===== config.mk =====
export PLATFORM = sky130hd
export DESIGN_NAME = mps_pin_mux
export DESIGN_NICKNAME = d
export VERILOG_FILES = /design/src/mps_pkg.sv /design/src/mps_pin_mux.sv /design/src/mps_sync3.sv
export SDC_FILE = /design/constraint.sdc
export NUM_CORES = 1
export LEC_CHECK = 0
export ABC_AREA = 1
export BUFFER_PORTS_ARGS = -buffer_cell sky130_fd_sc_hd__buf_4
export CAP_MARGIN = 10
export CELL_PAD_IN_SITES_DETAIL_PLACEMENT = 1
export CELL_PAD_IN_SITES_GLOBAL_PLACEMENT = 2
export CORE_MARGIN = 10
export CORE_UTILIZATION = 27
export DETAILED_ROUTE_END_ITERATION = 8
export PLACE_DENSITY_LB_ADDON = 0.1
export SLEW_MARGIN = 20
export SYNTH_ARGS = -nofsm -noshare
export SYNTH_HDL_FRONTEND = slang
export SYNTH_SLANG_ARGS = --single-unit

===== constraint.sdc =====
create_clock -name clock -period 1.1 [get_ports clock]
set_clock_uncertainty 0.05 [all_clocks]
set_input_delay 0.165 -clock clock [delete_from_list [all_inputs] [get_ports clock]]
set_output_delay 0.165 -clock clock [all_outputs]
set_load 0.005 [all_outputs]

===== src/mps_pkg.sv =====
package mps_pkg;
   // host interface mode taken from the select strap
   typedef enum logic {
      MPS_MODE_SPI,
      MPS_MODE_I2C
   } mps_host_mode_t;

   // routing of the two multifunction pins
   typedef enum logic [1:0] {
      MPS_ROUTE_IRQ_TRIG,
      MPS_ROUTE_IRQ_ALIGN,
      MPS_ROUTE_ALIGN_TRIG
   } mps_route_t;

   localparam int MPS_MODE_FIELD_W = 2;
   localparam logic [1:0] MPS_MODE_FIELD_RESET = 2'h0;
   localparam logic MPS_ON_IRQ2_RESET = 1'h0;
   localparam logic MPS_ALIGN_OE_RESET = 1'h0;
   localparam int MPS_BUFFER_BYTES = 4096;
   localparam int MPS_BUFFER_AW = 12;
   localparam int MPS_RANGE_W = 3;
   localparam logic [2:0] MPS_RANGE_RESET = 3'h2;
   localparam logic [2:0] MPS_RANGE_MAX = 3'h5;
   // the pin synchroniser shows a valid level only from the fourth edge on
   localparam int MPS_SETTLE_CYCLES = 4;
endpackage


===== src/mps_pin_mux.sv =====
`timescale 1ns/1ps
// How it works
// - strap level selects SPI or I2C host mode
// - shared pin is address bit or SPI output
// - align pin floats until software enables drive
// - both fields zero: irq2 and trigger input
// - mode nonzero, irq2 select clear: align on shared pin
// - irq2 select: align on second irq pin
// - trigger input starts buffer actions
// - sample buffer holds 4096 bytes
// - one rate and range set for sleep/wake
// - gyro range selectable 64 to 2048 dps
// - auxiliary bus master drives clock and data
module mps_pin_mux (
   input wire logic clock,
   input wire logic rst,
   input wire logic select_bar_pin,
   input wire logic out_or_addr_bit_pin,
   input wire logic spi_data_out,
   input wire logic spi_data_oe,
   output logic out_or_addr_bit_o,
   output logic out_or_addr_bit_oe,
   output logic host_is_i2c,
   output logic slave_addr_lsb,
   input wire logic cfg_write,
   input wire logic align_on_irq2_select,
   input wire logic [1:0] align_function_select,
   input wire logic align_output_enable,
   input wire logic [2:0] gyro_range_select,
   input wire logic [3:0] output_rate_select,
   output logic [2:0] gyro_range,
   output logic [3:0] output_rate,
   input wire logic irq1,
   input wire logic irq2,
   input wire logic align_out,
   output logic align_in,
   output logic align_enabled,
   output logic first_irq_pin,
   input wire logic second_irq_pin_i,
   output logic second_irq_pin_o,
   output logic second_irq_pin_oe,
   input wire logic shared_align_kick_pin_i,
   output logic shared_align_kick_pin_o,
   output logic shared_align_kick_pin_oe,
   output logic buffer_trigger,
   output logic [11:0] buffer_capacity_m1,
   input wire logic side_scl_out,
   input wire logic side_sda_out,
   output logic side_bus_clock_pin_o,
   output logic side_bus_clock_pin_oe,
   input wire logic side_bus_data_pin_i,
   output logic side_bus_data_pin_o,
   output logic side_bus_data_pin_oe,
   output logic side_sda_in
);
   mps_pkg::mps_host_mode_t mode;
   mps_pkg::mps_route_t route;
   mps_pkg::mps_route_t next_route;
   logic strap_level;
   logic addr_level;
   logic kick_level;
   logic irq2_level;
   logic strap_done;
   logic on_irq2;
   logic [1:0] func_sel;
   logic drive_en;
   logic [2:0] settle;
   logic kick_prev;

   mps_sync3 u_strap (
      .clock(clock),
      .rst(rst),
      .pin(select_bar_pin),
      .level(strap_level)
   );

   mps_sync3 u_addr (
      .clock(clock),
      .rst(rst),
      .pin(out_or_addr_bit_pin),
      .level(addr_level)
   );

   mps_sync3 u_kick (
      .clock(clock),
      .rst(rst),
      .pin(shared_align_kick_pin_i),
      .level(kick_level)
   );

   mps_sync3 u_irq2in (
      .clock(clock),
      .rst(rst),
      .pin(second_irq_pin_i),
      .level(irq2_level)
   );

   mps_sync3 u_side (
      .clock(clock),
      .rst(rst),
      .pin(side_bus_data_pin_i),
      .level(side_sda_in)
   );

   // strap latched once, after the synchroniser has filled
   always_ff @(posedge clock) begin
      if (rst) begin
         mode <= mps_pkg::MPS_MODE_SPI;
         strap_done <= 1'b0;
         settle <= '0;
         slave_addr_lsb <= 1'b0;
      end else if (!strap_done) begin
         settle <= settle + 3'h1;
         if (settle == 3'(mps_pkg::MPS_SETTLE_CYCLES)) begin
            strap_done <= 1'b1;
            mode <= strap_level ? mps_pkg::MPS_MODE_I2C
                                : mps_pkg::MPS_MODE_SPI;
            slave_addr_lsb <= addr_level;
         end
      end
   end

   assign host_is_i2c = (mode == mps_pkg::MPS_MODE_I2C);

   // in I2C mode the pin is only an address strap, never driven
   always_ff @(posedge clock) begin
      if (rst) begin
         out_or_addr_bit_o <= 1'b0;
         out_or_addr_bit_oe <= 1'b0;
      end else begin
         out_or_addr_bit_o <= spi_data_out;
         out_or_addr_bit_oe <= strap_done && !host_is_i2c
                               && spi_data_oe;
      end
   end

   // control fields held only on a write, so routing moves once
   always_ff @(posedge clock) begin
      if (rst) begin
         on_irq2 <= mps_pkg::MPS_ON_IRQ2_RESET;
         func_sel <= mps_pkg::MPS_MODE_FIELD_RESET;
         drive_en <= mps_pkg::MPS_ALIGN_OE_RESET;
         gyro_range <= mps_pkg::MPS_RANGE_RESET;
         output_rate <= '0;
      end else if (cfg_write) begin
         on_irq2 <= align_on_irq2_select;
         func_sel <= align_function_select;
         drive_en <= align_output_enable;
         // out-of-range codes keep the previous range
         if (gyro_range_select <= mps_pkg::MPS_RANGE_MAX) begin
            gyro_range <= gyro_range_select;
         end
         output_rate <= output_rate_select;
      end
   end

   always_comb begin
      if (on_irq2) begin
         next_route = mps_pkg::MPS_ROUTE_ALIGN_TRIG;
      end else if (func_sel != 2'h0) begin
         next_route = mps_pkg::MPS_ROUTE_IRQ_ALIGN;
      end else begin
         next_route = mps_pkg::MPS_ROUTE_IRQ_TRIG;
      end
   end

   // registered route: one clean switch per write, no combinational hazard
   always_ff @(posedge clock) begin
      if (rst) begin
         route <= mps_pkg::MPS_ROUTE_IRQ_TRIG;
      end else begin
         route <= next_route;
      end
   end

   // all pin drives from flip-flops so a route change cannot glitch
   always_ff @(posedge clock) begin
      if (rst) begin
         first_irq_pin <= 1'b0;
         second_irq_pin_o <= 1'b0;
         second_irq_pin_oe <= 1'b0;
         shared_align_kick_pin_o <= 1'b0;
         shared_align_kick_pin_oe <= 1'b0;
         align_in <= 1'b0;
         align_enabled <= 1'b0;
      end else begin
         first_irq_pin <= irq1;
         unique case (route)
            mps_pkg::MPS_ROUTE_IRQ_TRIG: begin
               second_irq_pin_o <= irq2;
               second_irq_pin_oe <= 1'b1;
               shared_align_kick_pin_o <= 1'b0;
               shared_align_kick_pin_oe <= 1'b0;
               align_in <= 1'b0;
               align_enabled <= 1'b0;
            end
            mps_pkg::MPS_ROUTE_IRQ_ALIGN: begin
               second_irq_pin_o <= irq2;
               second_irq_pin_oe <= 1'b1;
               shared_align_kick_pin_o <= align_out;
               shared_align_kick_pin_oe <= drive_en;
               align_in <= drive_en ? 1'b0 : kick_level;
               align_enabled <= 1'b1;
            end
            mps_pkg::MPS_ROUTE_ALIGN_TRIG: begin
               second_irq_pin_o <= align_out;
               second_irq_pin_oe <= drive_en;
               shared_align_kick_pin_o <= 1'b0;
               shared_align_kick_pin_oe <= 1'b0;
               align_in <= drive_en ? 1'b0 : irq2_level;
               align_enabled <= 1'b1;
            end
         endcase
      end
   end

   // rising edge on the trigger input while it is routed as trigger
   always_ff @(posedge clock) begin
      if (rst) begin
         kick_prev <= 1'b0;
         buffer_trigger <= 1'b0;
      end else begin
         kick_prev <= kick_level;
         // a trigger tied high rises in the synchroniser after reset;
         // no edge counts until the straps have settled
         buffer_trigger <= strap_done && kick_level && !kick_prev
                           && route != mps_pkg::MPS_ROUTE_IRQ_ALIGN;
      end
   end

   assign buffer_capacity_m1 =
      12'(mps_pkg::MPS_BUFFER_BYTES - 1);

   // open-drain master: drive low only, release for high
   always_ff @(posedge clock) begin
      if (rst) begin
         side_bus_clock_pin_o <= 1'b0;
         side_bus_clock_pin_oe <= 1'b0;
         side_bus_data_pin_o <= 1'b0;
         side_bus_data_pin_oe <= 1'b0;
      end else begin
         side_bus_clock_pin_oe <= !side_scl_out;
         side_bus_data_pin_oe <= !side_sda_out;
      end
   end

   chk_align_float_reset: assert property (@(posedge clock)
      $fell(rst) |-> !second_irq_pin_oe[*1] ##0 !shared_align_kick_pin_oe)
      else $error("align pin driven after reset");

   chk_route_irq_trig: assert property (@(posedge clock) disable iff (rst)
      (!on_irq2 && func_sel == 2'h0) |-> ##2
      (second_irq_pin_o == $past(irq2) && second_irq_pin_oe))
      else $error("irq2 not routed");

   chk_route_align_shared: assert property (@(posedge clock)
      disable iff (rst)
      (route == mps_pkg::MPS_ROUTE_IRQ_ALIGN) |=> second_irq_pin_oe
      && align_enabled && shared_align_kick_pin_oe == $past(drive_en))
      else $error("align not on shared pin");

   chk_route_align_irq2: assert property (@(posedge clock) disable iff (rst)
      on_irq2 |-> ##2 (route == mps_pkg::MPS_ROUTE_ALIGN_TRIG
      || !$past(on_irq2)) && !shared_align_kick_pin_oe)
      else $error("align not on irq2 pin");

   chk_no_drive_off: assert property (@(posedge clock) disable iff (rst)
      !drive_en |=> !shared_align_kick_pin_oe)
      else $error("align driven without enable");

   chk_addr_no_drive: assert property (@(posedge clock) disable iff (rst)
      host_is_i2c |=> !out_or_addr_bit_oe)
      else $error("address pin driven in I2C");

   chk_mode_stable: assert property (@(posedge clock) disable iff (rst)
      strap_done |=> $stable(mode))
      else $error("host mode changed");

   chk_trig_masked: assert property (@(posedge clock) disable iff (rst)
      buffer_trigger |-> $past(route) != mps_pkg::MPS_ROUTE_IRQ_ALIGN)
      else $error("trigger while align on pin");

   chk_range_legal: assert property (@(posedge clock) disable iff (rst)
      gyro_range <= mps_pkg::MPS_RANGE_MAX)
      else $error("illegal gyro range");

   chk_side_clock: assert property (@(posedge clock) disable iff (rst)
      !side_scl_out |=> side_bus_clock_pin_oe && !side_bus_clock_pin_o)
      else $error("side clock not pulled low");
endmodule // mps_pin_mux


===== src/mps_sync3.sv =====
`timescale 1ns/1ps
// three-stage pin synchroniser; output changes once stages two and three agree
module mps_sync3 (
   input wire logic clock,
   input wire logic rst,
   input wire logic pin,
   output logic level
);
   logic s1;
   logic s2;
   logic s3;

   always_ff @(posedge clock) begin
      if (rst) begin
         s1 <= 1'b0;
         s2 <= 1'b0;
         s3 <= 1'b0;
      end else begin
         s1 <= pin;
         s2 <= s1;
         s3 <= s2;
      end
   end

   always_ff @(posedge clock) begin
      if (rst) begin
         level <= 1'b0;
      end else if (s2 == s3) begin
         level <= s3;
      end
   end
endmodule // mps_sync3


==> impl_summary.md, run 1 <==
Global route
Across every metal layer, demand over resource in global routing totals 8.17%. The first-pass GRT wire length is 6.69 mm. The initial antenna violation count is 0. Entering global routing, the biggest net connects 22 pins. Summed over all layers, the global routing overflow is 0. The number of global-route vias before repair came to 1,480.

Power
The internal power of the cells totals ~2.7 mW. The part of the total power dissipated in combinational logic is approximately 11%. In this run, the clock network consumes about a third of the power. The switching power summed over all nets is between 0.8 and 0.9 mW. Sequential cells burn about 57% of the power.

The switching power as a share of total power is approximately 24%. The total power per unit cell area is between 1500 and 2000 nW/um^2. In this run the static leakage power is around 1.1 nW.

Across the VDD grid, the largest voltage drop is roughly 0.4 mV.

CTS
In this run the number of H-tree levels came out at 2. The clock latency of the later-clocked register in the worst-skew pair is about 0.30 ns. TritonCTS built the clock tree. The total clock buffers created by CTS is 5. The number of buffers on the longest clock path is 2. Counting every sink on the clock net gives 52. The post-CTS clock slew at the launch and capture registers of the worst setup and hold paths is around 0.10 ns.

The post-CTS setup-driven buffer insertion count is 0. The root buffer cell chosen for the clock tree is sky130_fd_sc_hd__clkbuf_8.

Timing
The number of max-slew violations in the final report was 0. The smallest clock period supported by the final layout is computed as approximately 1 ns. Final hold analysis gives a worst-case slack of 0.00793 ns.

Derived from the worst setup path, the maximum achievable clock frequency is about 1000 MHz. The final setup violation count is 0. Setup repair after global routing left no endpoint under its margin.

The count of endpoints failing hold in the final timing report was 0. The period utilization is between 90% and 100%. The final-layout setup total negative slack is 0 ns.

Floorplanning
The y dimension of the die is between 100 and 150 um. In this run the count of I/O pins placed on the die edge is 62. The number of rows in the core area is 30. The floorplan step defined a core boundary enclosing 6720 um^2. The floorplan step defined a die boundary enclosing about 11,000 um^2.

The floorplan step set the die width to roughly 100 um. For this configuration, the core starts out at a cell density of 27.4%.

Drt
Summing over every cut layer, the via total after detailed routing is between 1,000 and 1,500. The number of DRC markers in iteration 0 is 27. After detailed routing, the average wire length per cell comes to 11.8 um.

The average vias per placed instance is roughly 4.1. The iteration count of the initial detailed-routing pass is 4. The detail route stage leaves a number of antenna-violating nets equal to 0. The routed design has about 4.1 mm of wire.

The detailed-route DRC error count is 0.

Synth
The most instantiated flip-flop cell in the synthesis netlist is sky130_fd_sc_hd__dfxtp_1. In this run the cell area of the synthesized design comes to 1840 um^2. For this run, asynchronously set or reset flops after synthesis account for 0%. The library cell occupying the most area in the post-synthesis netlist is sky130_fd_sc_hd__dfxtp_1. The flop and latch count out of synthesis is 52.

The synthesized design devotes to its leading area cell type around 56% of total area. By area the synthesized netlist is led by sky130_fd_sc_hd__dfxtp_1, sky130_fd_sc_hd__nor2_1, sky130_fd_sc_hd__buf_4. The number of enable-type register cells in the synthesized netlist is 0.

The mean area per synthesized cell is about 8.5 um^2. In the synthesized netlist, the cells that appear most often are sky130_fd_sc_hd__dfxtp_1, sky130_fd_sc_hd__nor2_1, sky130_fd_sc_hd__inv_1. During synthesis, Yosys emitted a total of 0 warnings.

The count of different cell masters after synthesis is 18. The cell count after synthesis is ~220. The register area share after synthesis is between 50% and 60%. In the post-synthesis netlist, the cell with the most instances is sky130_fd_sc_hd__dfxtp_1.

Setup path
The worst endpoint required time is ~0.9 ns. The largest incremental delay on the critical path is approximately 0.37 ns. The reg-to-reg critical path startpoint is settle[0]. The reg2reg setup slack is 0.1 ns.

Broken down by cell family, the worst path's largest delay share belongs to flip-flops. The critical path launch point type is a flip-flop. The endpoint class of the critical path is a primary output. Counting cells, the worst reg-to-reg path comes to 6. The reg-to-reg endpoint is host_is_i2c.

Data arrives at the worst endpoint at a little under 0.8 ns. The signal on the critical path passes through buf_4. The startpoint-to-endpoint class of the critical path is flip-flop to primary output. Counting both buffers and inverters, the worst setup path holds a total of 1.

Along the worst path, the maximum fanout reaches 3. The standard cell with the maximum stage delay on the critical path is sky130_fd_sc_hd__dfxtp_1.

Placement
The count of input and output buffers is 47. The detailed placement HPWL is ~3.1 mm. The final estimated routing congestion in global placement is 0.649.

Layout
The final-layout fill cell count is 819. The share of final-layout standard cells stronger than drive strength 1 is a little under a quarter. The multi-input logic area is just under 600 um^2. The area growth from synthesis to layout is 27.6%. 0 antenna diodes ended up in the layout. The storage element area is ~1000 um^2. At the end of the flow, the number of nets in the layout was roughly 300.

Hold path
The startpoint of the worst hold path is spi_data_out. In this run the worst hold path is classified as input pin to flip-flop. The path with the worst hold slack has its endpoint at out_or_addr_bit_o. Counting instances, the worst hold path has a depth of 3.

Run
Across the run, the number of max-cap violations was 0.

Run status
The run finished with clean final reports.
worst max-delay path by stage:
stage                startpoint     endpoint  cells after the start
floorplan             settle[0]    settle[1]                      4
finish              host_is_i2c  host_is_i2c                      1
detailed placement    settle[0]  host_is_i2c                      6
CTS                   settle[0]  host_is_i2c                      6
global placement      settle[0]  host_is_i2c                      6
global route           route[0]     align_in                      4
routing by layer:
layer | up-vias | GRT usage [%] | wire length (um)
met5 | - | 0 | 0
met4 | 0 | 3.25 | 68
met3 | 5 | 3.42 | 244
met2 | 34 | 14.2 | 2000
met1 | 646 | 8.56 | 1810
li1 | 733 | - | -
cells in the final DEF (no fill, tap or decap):
cell                            Yosys  final
sky130_fd_sc_hd__o21ai_1            4      4
sky130_fd_sc_hd__inv_4              1      1
sky130_fd_sc_hd__nor2_1            49     49
sky130_fd_sc_hd__ha_1               5      4
sky130_fd_sc_hd__o21ai_0           12     12
sky130_fd_sc_hd__buf_12             0      1
sky130_fd_sc_hd__clkbuf_8           0      6
sky130_fd_sc_hd__nand3_1            6      6
sky130_fd_sc_hd__nand2_1           13     13
sky130_fd_sc_hd__dfxtp_1           52     52
sky130_fd_sc_hd__a21oi_1           16     16
sky130_fd_sc_hd__and2_1             1      1
sky130_fd_sc_hd__dlygate4sd3_1      0      2
sky130_fd_sc_hd__buf_4             15     50
sky130_fd_sc_hd__conb_1             2     14
sky130_fd_sc_hd__nand3_4            0      1
sky130_fd_sc_hd__inv_2              1      2
sky130_fd_sc_hd__clkinv_2           0      2
sky130_fd_sc_hd__inv_1             30     29
sky130_fd_sc_hd__nor3_1             3      3
sky130_fd_sc_hd__ha_2               0      1
power by group through the flow:
stage	clock (mW)	sequential, mW	combinational (mW)
2_1_floorplan	0	2.06	0.226
3_3_place_gp	0	2.06	0.373
3_5_place_dp	0	2.06	0.379
4_1_cts	1.18	2.02	0.387
5_1_grt	1.25	2.03	0.449
6_report	1.12	2.02	0.385
cell type report:
cell class | count | share of cell area, %
sequential | 52 | 44.3
tap | 80 | 4.26
multi-input combinational | 124 | 24.6
timing repair buffer | 53 | 17.7
clock inverter | 2 | 0.426
inverter | 32 | 5.22
clock buffer | 6 | 3.51
kinds of logic after synthesis:
family | count (synthesis) | share of synthesized area [%]
buffers and inverters | 53 | 15.1
other | 2 | 0.407
adders and majority gates | 5 | 3.39
AOI/OAI and AO/OA | 32 | 8.69
and+or+nand+nor | 73 | 16.0
DFF | 52 | 56.5
metrics by stage:
step           worst slack (ns)  power, mW  utilization, %  instance area [um^2]  instances
2_1_floorplan             0.138       2.29               -                  1890        229
3_3_place_gp              0.106       2.43            33.2                  2230        339
3_5_place_dp             0.0652       2.44            33.2                  2230        339
4_1_cts                  0.0487       3.58            34.8                  2340        349
5_1_grt                 0.00328       3.73            35.0                  2350        349
6_report                 0.0984       3.53            35.0                  2350        349
flip-flops by register name (all words and copies together), names as in the netlist, 2 cells and up:
name / flops
func_sel: 2
gyro_range: 3
output_rate: 4
route: 2
settle: 3
timing repair:
item	in CTS	in global routing
hold endpoints to repair	2	0
gates resized for setup	0	3
setup endpoints to repair	0	2
hold buffers	2	0
Power figures use the tool's default switching activity.
==> run 2, diff against run 1 <==
CAP_MARGIN = 20   (was 10)
CORE_UTILIZATION = 29   (was 27)
CTS_BUF_LIST = sky130_fd_sc_hd__clkbuf_4 sky130_fd_sc_hd__clkbuf_8   (was unset)
==> impl_summary.md, run 2 (synthesis gave the netlist of run 1 again) <==
Hold path
In this run the worst hold path is classified as input pin to flip-flop. The cell depth of the worst min-delay path is 3 (unchanged). The startpoint of the worst hold path is select_bar_pin. The end of the worst hold path is u_strap.s1.

Timing
Setup repair after global routing left no endpoint under its margin. The final-layout setup total negative slack is 0 ns (unchanged). The final critical delay including setup and external delays is 0.998 ns (-0.00317 ns). The number of max-slew violations in the final report came to 0 (unchanged). The peak clock frequency supported by timing is 1000 MHz (+0.32%). The period utilization is 90.8% (-0.29 points). The count of endpoints failing hold in the final timing report is 0 (unchanged).

The final setup violation count is 0 (unchanged).

CTS
The master cell of the clock root buffer is sky130_fd_sc_hd__clkbuf_8. The clock latency of the later-clocked register in the worst-skew pair came to 0.30 ns (about the same). The post-CTS clock slew at the launch and capture registers of the worst setup and hold paths is 0.09 ns (about the same). The maximum level of the CTS H-tree is 2 (unchanged).

The total clock buffers created by CTS is 5 (unchanged). The count of clock tree sinks is 52 (unchanged). The TritonCTS clock tree is built.

The number of buffers on the longest clock path came to 2 (unchanged).

Floorplanning
The die extent in x is 99.7 um (-2.8%). The area of the die is 9940 um^2 (-5.6%). The number of ports placed on the die boundary is 62 (unchanged). The number of rows in the core area came to 28 (-6.7%). The y dimension of the die is 99.7 um (-2.8%). The placeable core region is 6060 um^2 (-9.8%).

The starting density of the core is 30.4% (+3.0 points).

Setup path
The critical path launch point type is a flip-flop. The reg-to-reg critical path startpoint is route[1]. The cell depth of the worst flop-to-flop path is 4 (-2).

The worst setup path is captured at a flip-flop. The worst endpoint required time is 1.30 ns (+0.42 ns). The startpoint-to-endpoint class of the critical path is flip-flop to flip-flop. The reg-to-reg endpoint is buffer_trigger. The top fanout value on the critical path was 2 (-1). The reg2reg setup slack came to 0.10 ns (about the same). The data arrival time of the critical path is 1.19 ns (+0.40 ns).

Layout
The diode insertion count for antenna repair came to 0 (unchanged). In the final layout, the registers with the most flip-flops are output_rate (4), gyro_range (3), settle (3). The number of flip-flops in the largest register is 4 (unchanged). The final-layout fill cell count was 740 (-9.6%).

The count of nets after finishing is 299 (unchanged). Leaving out fill and tap cells, the most frequent cell in the layout is sky130_fd_sc_hd__dfxtp_1. Counting flops per register, the top entry is output_rate.

The top cell types in the final layout, fill and taps aside, are sky130_fd_sc_hd__dfxtp_1, sky130_fd_sc_hd__buf_4, sky130_fd_sc_hd__nor2_1, sky130_fd_sc_hd__inv_1, sky130_fd_sc_hd__a21oi_1. The share of final-layout standard cells stronger than drive strength 1 was 24.3% (+0.46 points). Relative to the synthesized area, the layout overhead comes to 26.7%.

Drt
The detailed-route wire length per cell came to 11.9 um (+0.54%). The number of DRC markers in iteration 0 came to 14 (-48%). The detailed-route DRC error count is 0 (unchanged). The average vias per placed instance is 4.11 (+1.1%). The remaining antenna violation count came to 0 (unchanged).

The via count came to 1,409 (-0.63%). The aggregate routed wire length is 4.08 mm (-1.2%). The iteration count of the initial detailed-routing pass is 3 (-1).

Power
The total power per unit cell area is 1480 nW/um^2 (-1.6%). The static power due to leakage is 1.10 nW (-0.99%). The peak ir drop on the vdd network is 0.698 mV (+75%). The power after layout is 3.45 mW (-2.2%).

Placement
The detailed placement HPWL came to 3.09 mm (about the same). The count of input and output buffers is 47 (unchanged). The final estimated routing congestion in global placement was 0.647 (-0.31%).

Global route
The remaining global-route overflow is 0 (unchanged). The largest net degree at the start of global routing is 22 (unchanged). The number of global-route vias before repair is 1,470 (-0.68%).

The initial antenna violation count came to 0 (unchanged). The first-pass GRT wire length came to 6.85 mm (+2.4%). The overall global routing resource usage was 8.47% (+0.30 points).

Run status
The flow ran to the end, and the final reports show no timing, DRC or antenna violations.

Run
The number of max-cap violations was 0 (unchanged).
## run 2: cell types whose count changed in the layout (fill, tap and decap cells not counted)
cell	change
sky130_fd_sc_hd__buf_12	-1
sky130_fd_sc_hd__buf_4	+1
sky130_fd_sc_hd__clkbuf_4	+1
sky130_fd_sc_hd__clkbuf_8	-1
sky130_fd_sc_hd__clkinv_2	-1
sky130_fd_sc_hd__ha_1	-1
sky130_fd_sc_hd__ha_4	+1
sky130_fd_sc_hd__nand2_1	-1
sky130_fd_sc_hd__nand2_2	+1
## run 2: layout make-up
class                   instances  area [um^2]  area share [%]
clock buffers                   6         76.3            3.27
multi-input cells             124          594            25.4
repair buffers                 53          403            17.2
well taps                      75         93.8            4.02
inverters                      32          123            5.25
clock inverters                 1         5.00           0.214
flip-flops and latches         52         1040            44.6
## run 2: timing repair
action,in CTS,in global routing
setup buffers,0,0
hold buffers,2,0
endpoints found under the setup margin,0,4
gates resized for setup,0,6
endpoints found under the hold margin,2,0
## run 2: metrics by stage
stage          worst slack, ns  instance area, um^2  utilization [%]  instances  hold slack [ns]
2_1_floorplan            0.138                 1890                -        229            0.187
3_3_place_gp             0.100                 2210             36.5        334            0.273
3_5_place_dp            0.0626                 2210             36.5        334            0.278
4_1_cts                 0.0415                 2310             38.1        343           0.0105
5_1_grt                 0.0178                 2340             38.5        343          0.00622
6_report                 0.102                 2340             38.5        343           0.0208
## run 2: layer usage
| metal | wire length, um | global-route usage [%] | vias up |
|---|---|---|---|
| met5 | 0 | 0 | - |
| met4 | 44 | 2.98 | 0 |
| met3 | 469 | 5.54 | 5 |
| met2 | 1850 | 13.1 | 38 |
| met1 | 1720 | 9.12 | 633 |
| li1 | - | - | 733 |
## run 2: report_power, final
| part | switching, mW | internal (mW) |
|---|---|---|
| Sequential | 0.0446 | 1.98 |
| Combinational | 0.194 | 0.198 |
| Clock | 0.579 | 0.459 |
## run 2: worst max path at each step
stage / start / endpoint / slack, ns / cells after the start
after floorplan: settle[0] / settle[1] / 0.14 / 4
after global placement: settle[0] / slave_addr_lsb / 0.10 / 6
after detailed placement: settle[0] / host_is_i2c / 0.06 / 6
after CTS: settle[0] / host_is_i2c / 0.04 / 6
after global routing: route[0] / align_in / 0.02 / 4
final: route[1] / buffer_trigger / 0.10 / 4
## run 2: critical path, cell delays in order (launching register included)
cell and delay [ns]:
sky130_fd_sc_hd__dfxtp_1 0.34, sky130_fd_sc_hd__inv_1 0.06, sky130_fd_sc_hd__ha_1 0.20, sky130_fd_sc_hd__nor3_1 0.16, sky130_fd_sc_hd__and2_1 0.13
